**src/inc/incl_pkg.sv**
```systemverilog
// Purpose: Shared constants for the tilt sensor digital readout
// Assumes: 125 MHz system clock, single clock domain
// Notes:   Times are kept in their own units; cycle counts derive from them
package incl_pkg;

  // Clock rate
  localparam int CLK_MHZ = 125;

  // Serial commands (8 bits, MSB first)
  localparam logic [7:0] MEASURE_MODE_CMD = 8'h00;
  localparam logic [7:0] TEMP_READ_CMD    = 8'h08;
  localparam logic [7:0] X_SELF_TEST_CMD  = 8'h0e;
  localparam logic [7:0] X_ACCEL_READ_CMD = 8'h10;
  localparam int         CMD_BITS         = 8;

  // Acceleration word format
  localparam int         ACC_W      = 11;
  localparam int         TEMP_W     = 8;
  localparam int         ACC_ZERO   = 1024;
  localparam int         ACC_WIN_LO = 102;
  localparam int         ACC_WIN_HI = 1945;
  localparam logic [10:0] ACC_FULL  = 11'h7ff;
  localparam logic [10:0] ACC_FAULT = 11'h000;
  localparam int         SENS_NARROW = 1638;
  localparam int         SENS_WIDE   = 819;
  localparam int         MILLI       = 1000;

  // Temperature transfer: count = 197 - 1.083 * degC
  localparam int TEMP_OFFS        = 197;
  localparam int TEMP_SLOPE_MILLI = 1083;
  localparam int TEMP_MAX         = 255;

  // Result reload period
  localparam int LOAD_PERIOD_US = 150;
  localparam int LOAD_CYC       = LOAD_PERIOD_US * CLK_MHZ;

  // Self-test timing (typical)
  localparam int SAT_DELAY_MS = 25;
  localparam int RECOVER_MS   = 30;
  localparam int SAT_CYC      = SAT_DELAY_MS * CLK_MHZ * 1000;
  localparam int REC_CYC      = RECOVER_MS * CLK_MHZ * 1000;
  localparam int TIMER_W      = 22;

  // Calibration memory: data byte plus even parity bit
  localparam int CAL_WORDS = 8;
  localparam int CAL_AW    = 3;
  localparam int CAL_DW    = 9;

  // Reset values
  localparam logic [10:0] ACC_RESET  = 11'h400;
  localparam logic [7:0]  TEMP_RESET = 8'h00;

  typedef enum {CAL_SCAN, CAL_RELOAD, CAL_RECHECK, CAL_FAIL} incl_cal_t;
  typedef enum {ST_OFF, ST_RAMP, ST_HOLD, ST_RECOVER} incl_st_t;

endpackage : incl_pkg

```
**src/logic/incl_cal_mem.sv**
```systemverilog
// Purpose: Calibration word store with one write and one registered read port
// Assumes: Synchronous read, data valid the cycle after the address
// Notes:   Content is undefined until trimmed or reloaded
module incl_cal_mem (
  input  wire logic                        clk_sys,  // System clock
  input  wire logic                        wrEn,     // Write strobe
  input  wire logic [incl_pkg::CAL_AW-1:0] wrAddr,   // Write address
  input  wire logic [incl_pkg::CAL_DW-1:0] wrData,   // Write data with parity
  input  wire logic [incl_pkg::CAL_AW-1:0] rdAddr,   // Read address
  output logic      [incl_pkg::CAL_DW-1:0] rdData    // Registered read data
);
  import incl_pkg::*;

  logic [CAL_DW-1:0] mem [CAL_WORDS];

  // Write port
  always_ff @(posedge clk_sys) begin
    if (wrEn) begin
      mem[wrAddr] <= wrData;
    end
  end

  // Registered read port
  always_ff @(posedge clk_sys) begin
    rdData <= mem[rdAddr];
  end

endmodule : incl_cal_mem

```
**src/logic/incl_readout.sv**
```systemverilog
// Purpose: Digital readout of a single-axis tilt sensor with serial slave port
// Assumes: Serial pins sampled synchronously to clk_sys; clk_sys far above serial clock
// Notes:   Calibration parity scanning, fault forcing and self-test sequencing
// Notes on behaviour
// - Acceleration is 11-bit unsigned, MSB first
// - Zero tilt reads mid-scale 1024
// - Sensitivity 1638 or 819 counts per g
// - Healthy codes stay within 102 to 1945
// - Interconnect failure forces output to ground extreme
// - Parity error reloads calibration from nonvolatile memory
// - Repeated parity error holds output below 102
// - Self-test drives output to maximum unless interconnect or calibration failure forces it to ground
// - Self-test from pin or serial command
// - Self-test command latches until measure command
// - Pin high activates self-test
// - Saturate after 25 ms, recover 30 ms after
// - Output returns to pre-test value afterwards
// - Temperature read as unsigned 8-bit count
// - Temperature count is 197 minus 1.083 per degree
// - Command codes for self-test, accel and temperature reads
// - All-zero command selects measure mode, default
// - Results reload every 150 us unless selected
module incl_readout #(
  parameter int LOAD_CYC_P = incl_pkg::LOAD_CYC,  // Result reload period in cycles
  parameter int SAT_CYC_P  = incl_pkg::SAT_CYC,   // Self-test saturation delay in cycles
  parameter int REC_CYC_P  = incl_pkg::REC_CYC    // Self-test recovery time in cycles
) (
  input  wire logic                        clk_sys,          // System clock
  input  wire logic                        reset_n,          // Synchronous reset, active low
  input  wire logic                        spiSclk,          // Serial clock from host
  input  wire logic                        spiMosi,          // Serial data in
  input  wire logic                        chipSelectN,      // Chip select, active low
  output logic                             spiMiso,          // Serial data out
  output logic                             spiMisoOe,        // Drive enable for serial data out
  input  wire logic                        selfTestPin,      // Self-test request pin, active high
  input  wire logic                        rangeWide,        // 1 selects wide-range sensitivity
  input  wire logic signed [15:0]          accelMilliG,      // Converted acceleration in mg
  input  wire logic signed [7:0]           tempCelsius,      // Sensor die temperature in degC
  input  wire logic                        interconnectFail, // Sensing element link failure
  input  wire logic                        trimWrEn,         // Calibration trim write strobe
  input  wire logic [incl_pkg::CAL_AW-1:0] trimWrAddr,       // Calibration trim address
  input  wire logic [incl_pkg::CAL_DW-1:0] trimWrData,       // Calibration trim data with parity
  output logic      [incl_pkg::CAL_AW-1:0] nvmAddr,          // Nonvolatile memory read address
  input  wire logic [incl_pkg::CAL_DW-1:0] nvmRdData,        // Nonvolatile data, one cycle after addr
  output logic                             calFault,         // Calibration memory failed after reload
  output logic                             selfTestOn        // Self-test request active
);
  import incl_pkg::*;

  // Clamp a signed value into [lo,hi]; used for acceleration and temperature
  function automatic logic [10:0] clip(input logic signed [27:0] v,
                                       input logic signed [27:0] lo,
                                       input logic signed [27:0] hi);
    logic signed [27:0] t;
    t = v;
    if (t < lo) t = lo;
    if (t > hi) t = hi;
    return t[10:0];
  endfunction : clip

  // ---------------- Declarations ----------------
  logic                 sclkPrev_r;
  logic [3:0]           bitCnt_r;
  logic [CMD_BITS-1:0]  cmdShift_r;
  logic [ACC_W-1:0]     txShift_r;
  logic                 sending_r;
  logic                 stLatch_r;
  logic [ACC_W-1:0]     accelReg_r;
  logic [TEMP_W-1:0]    tempReg_r;
  logic [14:0]          loadCnt_r;
  incl_st_t             stState_r;
  logic [TIMER_W-1:0]   stCnt_r;
  incl_cal_t            calState_r;
  logic [CAL_AW-1:0]    scanAddr_r;
  logic [CAL_AW-1:0]    chkAddr_r;
  logic                 rdValid_r;
  logic                 relValid_r;
  logic [CAL_AW-1:0]    relAddr_r;
  logic [CAL_DW-1:0]    calRdData;

  // ---------------- Serial decode ----------------
  wire                  sclkRise  = spiSclk & ~sclkPrev_r;
  wire                  sclkFall  = ~spiSclk & sclkPrev_r;
  wire                  cmdBit    = sclkRise && (bitCnt_r < 4'(CMD_BITS));
  wire                  cmdDone   = cmdBit && (bitCnt_r == 4'(CMD_BITS - 1));
  wire [CMD_BITS-1:0]   cmdNxt    = {cmdShift_r[CMD_BITS-2:0], spiMosi};
  wire                  isAccRd   = cmdDone && (cmdNxt == X_ACCEL_READ_CMD);
  wire                  isTempRd  = cmdDone && (cmdNxt == TEMP_READ_CMD);
  wire                  isStCmd   = cmdDone && (cmdNxt == X_SELF_TEST_CMD);
  wire                  isMeasCmd = cmdDone && (cmdNxt == MEASURE_MODE_CMD);

  // ---------------- Result formatting ----------------
  wire signed [27:0]    sens      = rangeWide ? 28'(SENS_WIDE) : 28'(SENS_NARROW);
  wire signed [27:0]    accProd   = 28'(accelMilliG) * sens;
  wire signed [27:0]    accCode   = accProd / 28'sd1000 + 28'(ACC_ZERO);
  wire [ACC_W-1:0]      accClip   = clip(accCode, 28'(ACC_WIN_LO), 28'(ACC_WIN_HI));
  wire signed [27:0]    tmpProd   = 28'(tempCelsius) * 28'(TEMP_SLOPE_MILLI);
  wire signed [27:0]    tmpCode   = 28'(TEMP_OFFS) - tmpProd / 28'(MILLI);
  wire [ACC_W-1:0]      tmpClip   = clip(tmpCode, 28'sd0, 28'(TEMP_MAX));
  wire                  stSat     = (stState_r == ST_HOLD) || (stState_r == ST_RECOVER);
  wire                  calBad    = (calState_r == CAL_FAIL);
  wire [ACC_W-1:0]      accSel    = calBad           ? ACC_FAULT :
                                    interconnectFail ? ACC_FAULT :
                                    stSat            ? ACC_FULL  :
                                    accClip;
  wire                  loadTick  = (loadCnt_r == 15'(LOAD_CYC_P - 1));
  wire                  loadEn    = loadTick && chipSelectN;

  // ---------------- Self-test request ----------------
  wire                  stReq     = selfTestPin | stLatch_r;
  wire                  satDone   = (stCnt_r == TIMER_W'(SAT_CYC_P - 1));
  wire                  recDone   = (stCnt_r == TIMER_W'(REC_CYC_P - 1));

  // ---------------- Calibration check ----------------
  wire                  scanning  = (calState_r == CAL_SCAN) || (calState_r == CAL_RECHECK);
  wire                  parityErr = rdValid_r && (^calRdData);
  wire                  chkLast   = rdValid_r && (chkAddr_r == CAL_AW'(CAL_WORDS - 1));
  wire                  relLast   = relValid_r && (relAddr_r == CAL_AW'(CAL_WORDS - 1));
  wire                  memWrEn   = relValid_r | (trimWrEn & ~relValid_r);
  wire [CAL_AW-1:0]     memWrAddr = relValid_r ? relAddr_r : trimWrAddr;
  wire [CAL_DW-1:0]     memWrData = relValid_r ? nvmRdData : trimWrData;

  incl_cal_mem u_calMem (
    .clk_sys (clk_sys),
    .wrEn    (memWrEn),
    .wrAddr  (memWrAddr),
    .wrData  (memWrData),
    .rdAddr  (scanAddr_r),
    .rdData  (calRdData)
  );

  // Serial shift engine: command in on rising edge, data out on falling edge
  always_ff @(posedge clk_sys) begin
    sclkPrev_r <= spiSclk;
    if (!reset_n || chipSelectN) begin
      bitCnt_r   <= 4'h0;
      cmdShift_r <= 8'h00;
      txShift_r  <= 11'h000;
      sending_r  <= 1'b0;
      spiMiso    <= 1'b0;
      spiMisoOe  <= 1'b0;
    end else begin
      if (cmdBit) begin
        cmdShift_r <= cmdNxt;
        bitCnt_r   <= bitCnt_r + 4'h1;
      end
      if (isAccRd) begin
        txShift_r <= accelReg_r;
        sending_r <= 1'b1;
      end else if (isTempRd) begin
        txShift_r <= {tempReg_r, 3'h0};
        sending_r <= 1'b1;
      end else if (sclkFall && sending_r) begin
        spiMiso   <= txShift_r[ACC_W-1];
        spiMisoOe <= 1'b1;
        txShift_r <= {txShift_r[ACC_W-2:0], 1'b0};
      end
    end
  end

  // Serial self-test latch; measure mode is the power-up default
  always_ff @(posedge clk_sys) begin
    if (!reset_n) begin
      stLatch_r <= 1'b0;
    end else if (isStCmd) begin
      stLatch_r <= 1'b1;
    end else if (isMeasCmd) begin
      stLatch_r <= 1'b0;
    end
  end

  // Result registers reload on the period tick while deselected
  always_ff @(posedge clk_sys) begin
    if (!reset_n) begin
      loadCnt_r  <= 15'h0000;
      accelReg_r <= ACC_RESET;
      tempReg_r  <= TEMP_RESET;
    end else begin
      loadCnt_r <= loadTick ? 15'h0000 : loadCnt_r + 15'h0001;
      if (loadEn) begin
        accelReg_r <= accSel;
        tempReg_r  <= tmpClip[TEMP_W-1:0];
      end
    end
  end

  // Self-test sequencing: saturation delay, hold, recovery
  always_ff @(posedge clk_sys) begin
    if (!reset_n) begin
      stState_r  <= ST_OFF;
      stCnt_r    <= '0;
      selfTestOn <= 1'b0;
    end else begin
      selfTestOn <= stReq;
      stCnt_r    <= stCnt_r + TIMER_W'(1);
      case (stState_r)
        ST_OFF: begin
          stCnt_r <= '0;
          if (stReq) stState_r <= ST_RAMP;
        end
        ST_RAMP: begin
          if (!stReq) begin
            stState_r <= ST_RECOVER;
            stCnt_r   <= '0;
          end else if (satDone) begin
            stState_r <= ST_HOLD;
          end
        end
        ST_HOLD: begin
          stCnt_r <= '0;
          if (!stReq) stState_r <= ST_RECOVER;
        end
        ST_RECOVER: begin
          if (stReq) begin
            stState_r <= ST_RAMP;
            stCnt_r   <= '0;
          end else if (recDone) begin
            stState_r <= ST_OFF;
          end
        end
        default: stState_r <= ST_OFF;
      endcase
    end
  end

  // Continuous parity scan, reload on error, sticky failure after recheck
  always_ff @(posedge clk_sys) begin
    if (!reset_n) begin
      calState_r <= CAL_SCAN;
      scanAddr_r <= '0;
      chkAddr_r  <= '0;
      rdValid_r  <= 1'b0;
      relValid_r <= 1'b0;
      relAddr_r  <= '0;
      nvmAddr    <= '0;
      calFault   <= 1'b0;
    end else begin
      calFault   <= calBad;
      chkAddr_r  <= scanAddr_r;
      rdValid_r  <= scanning && !parityErr && !chkLast;
      relValid_r <= 1'b0;
      relAddr_r  <= nvmAddr;
      case (calState_r)
        CAL_SCAN: begin
          scanAddr_r <= scanAddr_r + CAL_AW'(1);
          if (chkLast) begin
            scanAddr_r <= '0;
          end
          if (parityErr) begin
            calState_r <= CAL_RELOAD;
            nvmAddr    <= '0;
          end
        end
        CAL_RELOAD: begin
          relValid_r <= 1'b1;
          nvmAddr    <= nvmAddr + CAL_AW'(1);
          if (relValid_r && relLast) begin
            relValid_r <= 1'b0;
            calState_r <= CAL_RECHECK;
            scanAddr_r <= '0;
          end
        end
        CAL_RECHECK: begin
          scanAddr_r <= scanAddr_r + CAL_AW'(1);
          if (parityErr) begin
            calState_r <= CAL_FAIL;
          end else if (chkLast) begin
            calState_r <= CAL_SCAN;
            scanAddr_r <= '0;
          end
        end
        CAL_FAIL: begin
          scanAddr_r <= '0;  // Held until reset
        end
        default: calState_r <= CAL_SCAN;
      endcase
    end
  end

endmodule : incl_readout

```
**config.mk**
```make
export PLATFORM = sky130hd
export DESIGN_NAME = incl_readout
export DESIGN_NICKNAME = d
export VERILOG_FILES = /design/src/inc/incl_pkg.sv /design/src/logic/incl_cal_mem.sv /design/src/logic/incl_readout.sv
export SDC_FILE = /design/constraint.sdc
export NUM_CORES = 1
export LEC_CHECK = 0
export BUFFER_PORTS_ARGS = -buffer_cell sky130_fd_sc_hd__buf_2
export CORE_MARGIN = 2
export CORE_UTILIZATION = 36
export CTS_CLUSTER_SIZE = 20
export DETAILED_ROUTE_END_ITERATION = 12
export PLACE_DENSITY = 0.6
export SLEW_MARGIN = 20
export SYNTH_ARGS = -nofsm -noshare
export SYNTH_HDL_FRONTEND = slang
export SYNTH_SLANG_ARGS = --single-unit
```
**constraint.sdc**
```tcl
create_clock -name clk_sys -period 27.3 [get_ports clk_sys]
set_input_delay 8.19 -clock clk_sys [delete_from_list [all_inputs] [get_ports clk_sys]]
set_output_delay 8.19 -clock clk_sys [all_outputs]
set_load 0.02 [all_outputs]
```
Word level (Yosys, flattened, before mapping)
Memory sizes are Yosys's and may differ from the RTL's. A register that Yosys moved wholly into a read port is not among the register bits.
Cells that the tools add are included.

word-level totals
  register bits after elaboration = 163
  bits in writable memories = 72
  logic and storage cells = 156
  memories kept = 1

memory list
  name          depth  width  rd ports  clocked after memory_dff  write ports  RTL line            RTL
  u_calMem.mem  8      9      1         1                         1            incl_cal_mem.sv:14  logic [CAL_DW-1:0] mem [CAL_WORDS];

operators by class
  add/subtract/negate cells = 7
  multipliers = 2
  divide/modulo/power cells = 2
  order comparisons = 5
  eq/ne operators = 26
  multiplexer cells = 41
  bitwise gates (word level) = 12
  reduce and logical (&&, ||, !) cells = 38

operators with widths
  cell                                                                                number
  32-bit 2-to-1 mux                                                                   10
  32-bit case mux with 4 select lines                                                 2
  32-bit by 2-bit == test with 1-bit output (second input constant)                   4
  32-bit by 3-bit == test with 1-bit output (second input constant)                   4
  32-bit logical NOT                                                                  3
  11-bit 2-to-1 mux                                                                   8
  22-bit case mux with 3 select lines                                                 1
  32-bit by 1-bit == test with 1-bit output (second input constant)                   2
  28-bit by 11-bit divider with 28-bit output (second input constant)                 2
  28-bit 2-to-1 mux                                                                   2
  22-bit == test (second input constant)                                              2
  22-bit 2-to-1 mux                                                                   2
  28-bit by 12-bit adder with 28-bit output (second input constant)                   1
  28-bit by 12-bit greater-than comparator with 1-bit output (second input constant)  1
  28-bit by 9-bit greater-than comparator with 1-bit output (second input constant)   1
  28-bit by 1-bit < comparator with 1-bit output (second input constant)              1
  28-bit by 8-bit < comparator with 1-bit output (second input constant)              1
  16-bit by 12-bit multiplier with 28-bit output                                      1
  9-bit by 28-bit subtractor with 28-bit output (first input constant)                1
  22-bit by 1-bit adder with 22-bit output (second input constant)                    1
  8-bit by 12-bit multiplier with 20-bit output (second input constant)               1
  8-bit by 4-bit == test with 1-bit output (second input constant)                    2
  15-bit by 1-bit adder with 15-bit output (second input constant)                    1
  15-bit == test (second input constant)                                              1
  29 further kinds                                                                    78

Logic depth before layout (Yosys ltp)
Gate-level depths: netlist (run 1).

  depth after elaboration = 11
  mapped depth = 87
  gate-level depth less buffers = 74

Hierarchy
A second synthesis (run 1) with hierarchy kept.

unflattened totals
  cell total of the unflattened synthesis = 2840
  area, all modules = 23755.3 um2

modules (own cells, without submodules)
  module        times used  cells an instance  area an instance (um2)  sequential area each (um2)
  incl_readout  1           2714               20736.1                 2062.0
  incl_cal_mem  1           126                3019.1                  2342.2

Least setup slack after synthesis (run 1)
No wires, ideal clock.

  kind = in2reg
  start point = input port rangeWide
  end point = register accelReg_r[10]
  data arrival time = 27.025 ns
  data required time = 27.178 ns
  path slack = 0.153 ns
  stages = 80
  path buffers = 7
  path through = clkbuf_1 -> clkbuf_1 -> and2_1 -> ha_1 -> inv_1 -> fa_1 -> inv_1 -> fa_1 -> fa_1 -> inv_1 -> fa_1 -> inv_1 -> ha_1 -> buf_2 -> a21oi_1 -> o21ai_1 -> a21o_1 -> or3_1 -> (+44 left out) -> o311ai_1 -> buf_2 -> nand3_1 -> o21ai_0 -> xnor2_1 -> ha_1 -> nand4_1 -> nor4b_1 -> nor2_1 -> nor3_1 -> ha_1 -> o21ai_0 -> a2111oi_0 -> nor3_1 -> o221ai_2 -> nand2_2 -> o211ai_1 -> a221o_1

on the way
  longest elaborated chain between the ends = 11

RTL lines
  element                                                     RTL line             RTL
  start: declaration                                          incl_readout.sv:36   input wire logic rangeWide,
  11-bit 2-to-1 mux *                                         incl_readout.sv:93   wire signed [27:0] sens = rangeWide ? 28'(SENS_WIDE) : 28'(SENS_NARROW);
  16-bit by 12-bit multiplier with 28-bit output *            incl_readout.sv:94   wire signed [27:0] accProd = 28'(accelMilliG) * sens;
  28-bit by 11-bit divider with 28-bit output *               incl_readout.sv:95   wire signed [27:0] accCode = accProd / 28'sd1000 + 28'(ACC_ZERO);
  28-bit by 12-bit adder with 28-bit output *                 incl_readout.sv:95
  28-bit by 8-bit < comparator with 1-bit output              incl_readout.sv:56   if (t < lo) t = lo;
  28-bit 2-to-1 mux *                                         incl_readout.sv:56
  28-bit by 12-bit greater-than comparator with 1-bit output  incl_readout.sv:57   if (t > hi) t = hi;
  11-bit 2-to-1 mux *                                         incl_readout.sv:57
  11-bit 2-to-1 mux *                                         incl_readout.sv:104  stSat ? ACC_FULL :
  11-bit 2-to-1 mux *                                         incl_readout.sv:103  interconnectFail ? ACC_FAULT :
  11-bit 2-to-1 mux *                                         incl_readout.sv:102  wire [ACC_W-1:0] accSel = calBad ? ACC_FAULT :
  end signal: assignment                                      incl_readout.sv:181  accelReg_r <= accSel;
  end: declaration                                            incl_readout.sv:68   logic [ACC_W-1:0] accelReg_r;

Every way passes the cells marked *; elsewhere a longest branch is shown, timed or not.
A chain may end at the register's enable or synchronous reset.

Worst setup path after layout (run 1)
  start point = input port rangeWide
  end point = register accelReg_r[0]

Same word-level chain as after synthesis.

==> impl_metrics.yaml, run 1 <==
synth:
  ys_types: 128
  synth_top_area_share_pct: 11.1
  synth_area_per_cell_um2: 8.25
  yosys_register_bits: 184
  synth_fa_ha_area_share_pct: 18.9
  postSynthCellCount: 2937
  synth_top_family_by_area: "compound AO/OA/AOI/OAI gates"
  netlist_top_cells_area: "fa_1, dfxtp_1, edfxtp_1, ha_1, xnor2_1"
  synthesis.area_um2: 24200
  async_reset_ff_share_pct: 0
  synth_warnings: 0
  synth-simple-area-share_pct: 20.9
  synth-compound-area-share_pct: 21.4
  synth_mux_area_share_pct: 6.24
  synth_common_cells: "nor2_1, inv_1, nand2_1"
  synth_edf_count: 72
  synthFlopType: "dfxtp_1"
  yosys.area.top_type: "fa_1"
  ys_seq_area_share_pct: 18.2
  synth_xor_area_share_pct: 8.34
  synth_most_common_cell: "nor2_1"
clock_network:
  clk_pin_slew_worst_paths_ns: 0.06
  cts_max_level: 4
  root_buffer: "clkbuf_16"
  clock_sinks: 184
  clk_latency_ns: 0.43
  cts_buffer_depth: 2
  cts_buffers: 17
  cts_hold_buf: 0
  cts_tree: "built"
floorplan:
  start_util_pct: 36.2
  io_pins: 61
  die-height_um: 263
  fp.coreArea_um2: 66900
  dieArea_um2: 69400
  fp.dieW_um: 263
  rows: 95
global_route:
  grt_pass1_vias: 21698
  grt_pass1_wl_um: 104000
  grt_max_degree: 26
  grt_overflow: 0
  antenna_found_initial: 0
  grt_use_total_pct: 17.5
routing:
  route.vias.total: 22688
  drt_pre_antenna_iters: 6
  wl_um: 62500
  drc: 0
  avgRoutedWirePerCell_um: 14.6
  vias_per_cell: 5.31
  drt_iter0_drc: 1397
  drt.antenna.violating_nets: 0
worst_setup_path:
  cp_common_cell: "buf_4"
  path_class: "in -> reg"
  rr_endpoint: "txShift_r[10]"
  worstPathRequired_ns: 27.65
  cp.arrival_ns: 26.89
  worstRegToRegCells: 7
  crit_slowest_cell: "fa_1"
  cp_slowest_stage_delay_ns: 0.55
  cp-end-kind: "flop"
  reg2reg_slack_ns: 24.02
  critPathMaxFanout: 21
  r2r-start: "bitCnt_r[3]"
  worst_setup_path_start_kind: "input port"
layout:
  nFillCells: 6526
  layout-drive-gt1-share_pct: 24.7
  syn2layout_area_growth_pct: 24.4
  nets: 3723
  num_antenna_cells: 0
worst_hold_path:
  hp-class: "reg -> reg"
  min_path_cells: 2
  min-delay-start: "spiMisoOe"
  whs_endpoint: "spiMisoOe"
sta:
  fin_skew_ns: 0.00830
  worst_slack_ns: 0.764
  fin_crit_sh_pct: 97.2
  setup_violations: 0
  max_freq_mhz: 37.7
  finalCriticalPeriod_ns: 26.54
  tightestPinTransition_ns: 1.13
  max_slew_margin_pct: 23.9
  hold_viol_final: 0
  finalMaxSlewViolations: 0
run_status:
  status: "finished clean"
place:
  hpwl_um: 50200
  dp_slack_ns: -0.609
  io_buffers: 60
  gp_congestion: 0.887
run:
  drv_cap: 0
==> critical path: cells and delay by family <==
kind | cells | cell delay, ns
mux | 3 | 0.96
compound gates | 33 | 7.10
simple gates | 25 | 5.93
fa+ha+maj | 7 | 3.01
buf+inv | 11 | 1.61
==> cell usage in the layout (no fill, tap or decap), types with 17 or more instances in the layout <==
cell type	count
and3_1	32
nand4_1	39
buf_4	439
nor2_1	286
nor4_1	21
o31ai_1	19
a211oi_1	22
and2_1	36
a21o_1	36
a31oi_1	37
inv_1	269
mux2_2	37
xnor2_1	137
nand3_1	84
dfxtp_1	112
or2_2	29
fa_1	134
o211ai_1	39
xor2_1	74
mux2i_1	50
o21ai_1	21
ha_1	146
buf_2	59
or3_1	18
conb_1	24
o21a_1	27
a21oi_1	134
o31a_1	17
nand2_1	240
o21ai_0	103
clkbuf_16	17
nand2b_1	22
mux4_2	18
nor3_1	74
edfxtp_1	72
nor2b_1	25
==> worst max-delay path by stage <==
stage | from | end | slack, ns
floorplan | rangeWide | accelReg_r[10] | 0.15
global placement | rangeWide | accelReg_r[9] | -0.27
detailed placement | rangeWide | accelReg_r[10] | -0.61
CTS | rangeWide | accelReg_r[9] | 0.005
global route | rangeWide | accelReg_r[4] | -0.21
finish | rangeWide | accelReg_r[0] | 0.76
==> area by class of cell <==
type                    count  area [um^2]  share of cell area (%)
clock inverters             8         97.6                   0.324
repair buffers            502         3650                    12.1
clock buffers              24          483                    1.60
inverters                 271         1020                    3.39
well taps                 873         1090                    3.62
flip-flops and latches    184         4400                    14.6
multi-input cells        2411        19400                    64.4
==> metrics by stage <==
step	hold slack, ns	instance area (um^2)	setup TNS [ns]	instances	utilization [%]
6_report	0.445	30200	0	4273	45.1
5_1_grt	0.473	30200	-1.67	4273	45.1
4_1_cts	0.456	29100	0	4250	43.5
3_5_place_dp	0.442	28500	-6.29	4218	42.5
3_3_place_gp	0.435	28500	-2.53	4218	42.5
2_1_floorplan	0.426	24300	0	2959	-
==> kinds of logic after synthesis <==
kind of cell	count (synthesis)
compound gates	724
xor+xnor	229
fa+ha+maj	286
buf+inv	364
flops	184
mux	120
other cells	2
simple gates	1028
==> sequential cells by signal, indices dropped and copies added (netlist names), 4 cells and up <==
| name | cells |
|---|---|
| accelReg_r | 11 |
| bitCnt_r | 4 |
| cmdShift_r | 7 |
| loadCnt_r | 15 |
| stCnt_r | 22 |
| tempReg_r | 8 |
| txShift_r | 11 |
| u_calMem.mem | 72 |
| u_calMem.rdData | 9 |
==> per-layer routing <==
metal	part of all wire, %	global-route usage [%]	up-vias	routed length [um]
met3	2.7	1.23	41	1700
li1	-	-	11459	-
met5	0	0	-	0
met4	0.82	2.47	0	510
met1	48	24.3	10849	30100
met2	48	30.4	339	30200
==> timing repair <==
item,4_1_cts,5_1_grt
pin swaps,0,49
endpoints found under the setup margin,11,19
gates resized for setup,8,180
setup buffers,0,23
Power of run 1 is left out: the tool's default activity adds up to more than one toggle a clock period on the data nets, which glitch-free logic cannot reach.
==> run 2, diff against run 1 <==
Settings changed: CELL_PAD_IN_SITES_DETAIL_PLACEMENT set to 1, CELL_PAD_IN_SITES_GLOBAL_PLACEMENT set to 2, PLACE_DENSITY 0.6 to 0.85.
==> run 2 against run 1 <==
  * Global-route usage rose by 4.5 points
  * Final cell count rose by 1.8%
  * Maximum frequency fell by 1.6%
  * Largest cell class unchanged
  * Sequential share of layout area fell by 0.68 points
  * Register-to-register slack got worse by 0.25 ns
  * Design area rose by 4.9%
  * Utilization rose by 2.2 points
  * Setup slack got worse by 0.42 ns
  * Flip-flop and latch count did not move
==> impl_metrics.yaml, run 2 (synthesis results as in run 1) <==
clock_network:
  cts_buffer_depth: 2
  cts_max_level: 4
  cts_hold_buf: 0
  root_buffer: "clkbuf_16"
  cts_buffers: 17
  cts_tree: "built"
  clock_sinks: 184
  clk_pin_slew_worst_paths_ns: 0.07
  clk_latency_ns: 0.44
sta:
  fin_crit_sh_pct: 98.8
  max_slew_margin_pct: 25.0
  finalCriticalPeriod_ns: 26.96
  hold_viol_final: 0
  rsz0062_at_grt: "yes"
  finalMaxSlewViolations: 0
  tightestPinTransition_ns: 1.11
  max_freq_mhz: 37.1
  fin_skew_ns: 0.0119
  setup_violations: 0
worst_setup_path:
  critPathMaxFanout: 7
  path_delay_family: "compound AO/OA/AOI/OAI gates"
  worstPathRequired_ns: 27.67
  worstRegToRegCells: 7
  crit_slowest_cell: "fa_1"
  cp.depth: 92
  cp-end-kind: "flop"
  worst_setup_path_start_kind: "input port"
  cp_num_buf_inv: 24
  path_class: "in -> reg"
  cp_common_cell: "buf_4"
  cp.arrival_ns: 27.33
  cp_slowest_stage_delay_ns: 0.54
layout:
  syn2layout_area_growth_pct: 30.5
  final_cell_area_um2: 31600
  layout-drive-gt1-share_pct: 29.3
  final_common_cell: "buf_4"
  reg_top3: "u_calMem.mem: 72 flops, stCnt_r: 22 flops, loadCnt_r: 15 flops"
  nets: 3800
  largest_register_ffs: 72
  fin_cells: 4352
  top_register: "u_calMem.mem"
  final_cell_mix: "buf_4, nor2_1, inv_1"
place:
  placed_cell_area_um2: 28700
  gp_congestion: 0.888
  io_buffers: 60
  hpwl_um: 63300
  dp_cells: 4251
floorplan:
  io_pins: 61
  dieArea_um2: 69400
  start_util_pct: 36.2
  fp.dieW_um: 263
  fp.coreArea_um2: 66900
  die-height_um: 263
  rows: 95
routing:
  avgRoutedWirePerCell_um: 18.6
  drt_iter0_drc: 1143
  drt.antenna.violating_nets: 0
  drt_pre_antenna_iters: 6
  vias_per_cell: 5.55
  route.vias.total: 24171
  drc: 0
  wl_um: 81000
run:
  drv_cap: 0
run_status:
  status: "finished clean"
global_route:
  grt_pass1_vias: 25841
  grt_pass1_wl_um: 129000
  grt_use_total_pct: 22.0
  antenna_found_initial: 1
  grt_max_degree: 26
  grt_overflow: 0
worst_hold_path:
  hp-class: "reg -> reg"
  min_path_cells: 2
## run 2: area by class of cell
class | instances | area [um^2]
Fill cell | 7907 | 35300
Antenna cell | 2 | 5.00
Multi-Input combinational cell | 2411 | 20200
Inverter | 271 | 1020
Clock inverter | 10 | 105
Clock buffer | 22 | 485
Sequential cell | 184 | 4400
Timing Repair Buffer | 579 | 4280
Tap cell | 873 | 1090
## run 2: metrics by stage
stage	hold WS (ns)	TNS, ns	setup WS (ns)	util, %
floorplan	0.426	0	0.153	-
global placement	0.438	-6.81	-0.670	42.9
detailed placement	0.446	-16.26	-1.54	42.9
CTS	0.458	0	0.0146	44.4
global route	0.476	-4.44	-0.483	47.3
finish	0.449	0	0.339	47.3
## run 2: path summary, 6_finish.rpt
path / end / startpoint / slack (ns)
worst min register to register: spiMisoOe / spiMisoOe / 0.45
worst max-delay path: accelReg_r[9] / accelMilliG[6] / 0.34
worst min-delay path: spiMisoOe / spiMisoOe / 0.45
worst max register to register: txShift_r[7] / bitCnt_r[3] / 23.77
## run 2: repair_timing
action	CTS	global route
gates cloned	0	1
pin swaps	14	115
setup buffers	8	58
setup endpoints to repair	11	19
gates resized for setup	61	283
## run 2: metal layers
metal	vias to the layer above	track usage, %	routed length (um)
met5	-	0	0
li1	11598	-	-
met4	0	4.86	1560
met1	12135	26.4	34000
met3	114	1.33	1440
met2	324	42.8	44000
## run 2: worst min-delay path, stage by stage, from the launching register on
cell	delay [ns]
dfxtp_1	0.31
inv_1	0.05
a21oi_1	0.05
Power of run 2 is left out for the same reason.
==> run 3, diff against run 2 <==
Settings changed: CTS_BUF_LIST set to sky130_fd_sc_hd__clkbuf_4 sky130_fd_sc_hd__clkbuf_8, PLACE_DENSITY 0.85 to 0.82.
Clock period 27.3 ns to 25.3 ns, I/O delays scaled along.
==> run 3 against run 2 <==
  * The run now ends with negative setup slack left
  * Flip-flop and latch count unchanged
  * Final cell count up 5.5%
  * Register-to-register slack worse by 2.0 ns
  * Clock skew up 0.0018 ns
  * Die area unchanged
  * Setup slack worse by 1.2 ns
  * First-iteration DRC count down 2.4%
  * Design area up 9.3%
  * Highest routed layer unchanged
==> impl_metrics.yaml, run 3 (synthesis results as in run 1) <==
global_route:
  grt_use_total_pct: 23.9
  grt_pass1_wl_um: 139000
  antenna_found_initial: 0
  grt_overflow: 0
  grt_pass1_vias: 27557
  grt_max_degree: 26
routing:
  vias_per_cell: 5.56
  drt.antenna.violating_nets: 0
  routed.top_layer: "met4"
  wl_met1_um: 37100
  wl_um: 89600
  route.met2.wl_um: 48200
  wl_met3_um: 2000
  avgRoutedWirePerCell_um: 19.5
  drc: 0
  drt_iter0_drc: 1116
  drt_pre_antenna_iters: 5
  route.vias.total: 25523
sta:
  finalCriticalPeriod_ns: 26.13
  tightestPinTransition_ns: 1.20
  setup_violations: 11
  worst_slack_ns: -0.830
  fin_skew_ns: 0.0138
  max_freq_mhz: 38.3
  hold_viol_final: 0
  rsz0062_at_grt: "yes"
  max_slew_margin_pct: 20.0
  finalMaxSlewViolations: 0
  fin_crit_sh_pct: 103
worst_setup_path:
  rr_endpoint: "txShift_r[5]"
  reg2reg_slack_ns: 21.80
  r2r-start: "bitCnt_r[3]"
  crit_slowest_cell: "fa_1"
  cp_slowest_stage_delay_ns: 0.55
  cp.arrival_ns: 26.51
  endpoint: "accelReg_r[10]"
  cp_common_cell: "buf_4"
  worstRegToRegCells: 7
  cp-end-kind: "flop"
  worstPathRequired_ns: 25.68
  path_class: "in -> reg"
  cp-startpoint: "rangeWide"
  critPathMaxFanout: 8
  worst_setup_path_start_kind: "input port"
layout:
  largest_register_ffs: 72
  nets: 4040
  syn2layout_area_growth_pct: 42.7
  layout-drive-gt1-share_pct: 37.9
  final_common_cell: "buf_4"
  num_antenna_cells: 0
  reg_top3: "u_calMem.mem: 72 flops, stCnt_r: 22 flops, loadCnt_r: 15 flops"
  top_register: "u_calMem.mem"
  final_cell_mix: "buf_4, nor2_1, inv_1"
  final_cell_area_um2: 34600
place:
  gp_congestion: 0.891
  placed_cell_area_um2: 30600
  io_buffers: 60
  hpwl_um: 65500
floorplan:
  io_pins: 61
  dieArea_um2: 69400
  fp.coreArea_um2: 66900
  die-height_um: 263
  fp.dieW_um: 263
  rows: 95
  start_util_pct: 36.2
clock_network:
  cts_tree: "built"
  clock_sinks: 184
  cts_buffers: 17
  root_buffer: "clkbuf_8"
  cts_max_level: 4
  cts_hold_buf: 0
  clk_latency_ns: 0.48
  clk_pin_slew_worst_paths_ns: 0.10
  cts_buffer_depth: 2
run_status:
  status: "finished with violations"
  violations: "negative setup slack"
worst_hold_path:
  min_path_cells: 2
  hp-class: "reg -> reg"
run:
  drv_cap: 0
run 3: cell type report:
class	instances	area, um^2
clock inverters	14	124
clock buffers	18	241
multi-input cells	2411	21400
flip-flops and latches	184	4400
fillers	7824	32300
well taps	873	1090
inverters	271	1020
repair buffers	819	6260
run 3: metrics by stage:
stage	worst slack, ns	utilization (%)	hold WS (ns)	cells	setup TNS (ns)
after CTS	-0.113	49.3	0.458	4522	-0.779
after global routing	-1.52	51.7	0.490	4590	-15.41
after detailed placement	-2.30	45.8	0.438	4426	-23.81
after floorplan	-0.308	-	0.426	2959	-2.22
final	-0.830	51.7	0.456	4590	-7.73
after global placement	-1.51	45.8	0.439	4426	-15.89
run 3: worst min-delay path by stage:
stage                      start      endpoint
finish                 spiMisoOe     spiMisoOe
global route        txShift_r[3]  txShift_r[3]
CTS                    spiMisoOe     spiMisoOe
detailed placement     spiMisoOe     spiMisoOe
global placement      stCnt_r[0]    stCnt_r[0]
floorplan             stCnt_r[0]    stCnt_r[0]
run 3: critical path: cells and delay by family:
kind	cells	cell delay, ns
simple gates	21	5.32
compound gates	30	6.49
fa+ha+maj	7	2.94
mux	5	1.65
xor+xnor	4	0.52
buf+inv	16	1.97
run 3: repair_timing:
item | 4_1_cts | 5_1_grt
pin swaps | 130 | 133
gates resized for setup | 302 | 213
setup endpoints to repair | 11 | 19
buffers inserted | 64 | 71
gates cloned | 1 | 1
run 3: per-layer routing:
metal,vias to the layer above,GRT usage (%)
li1,12054,-
met1,12854,28.7
met2,445,46.0
met3,170,1.59
met4,0,5.44
met5,-,0
Power of run 3 is left out for the same reason.
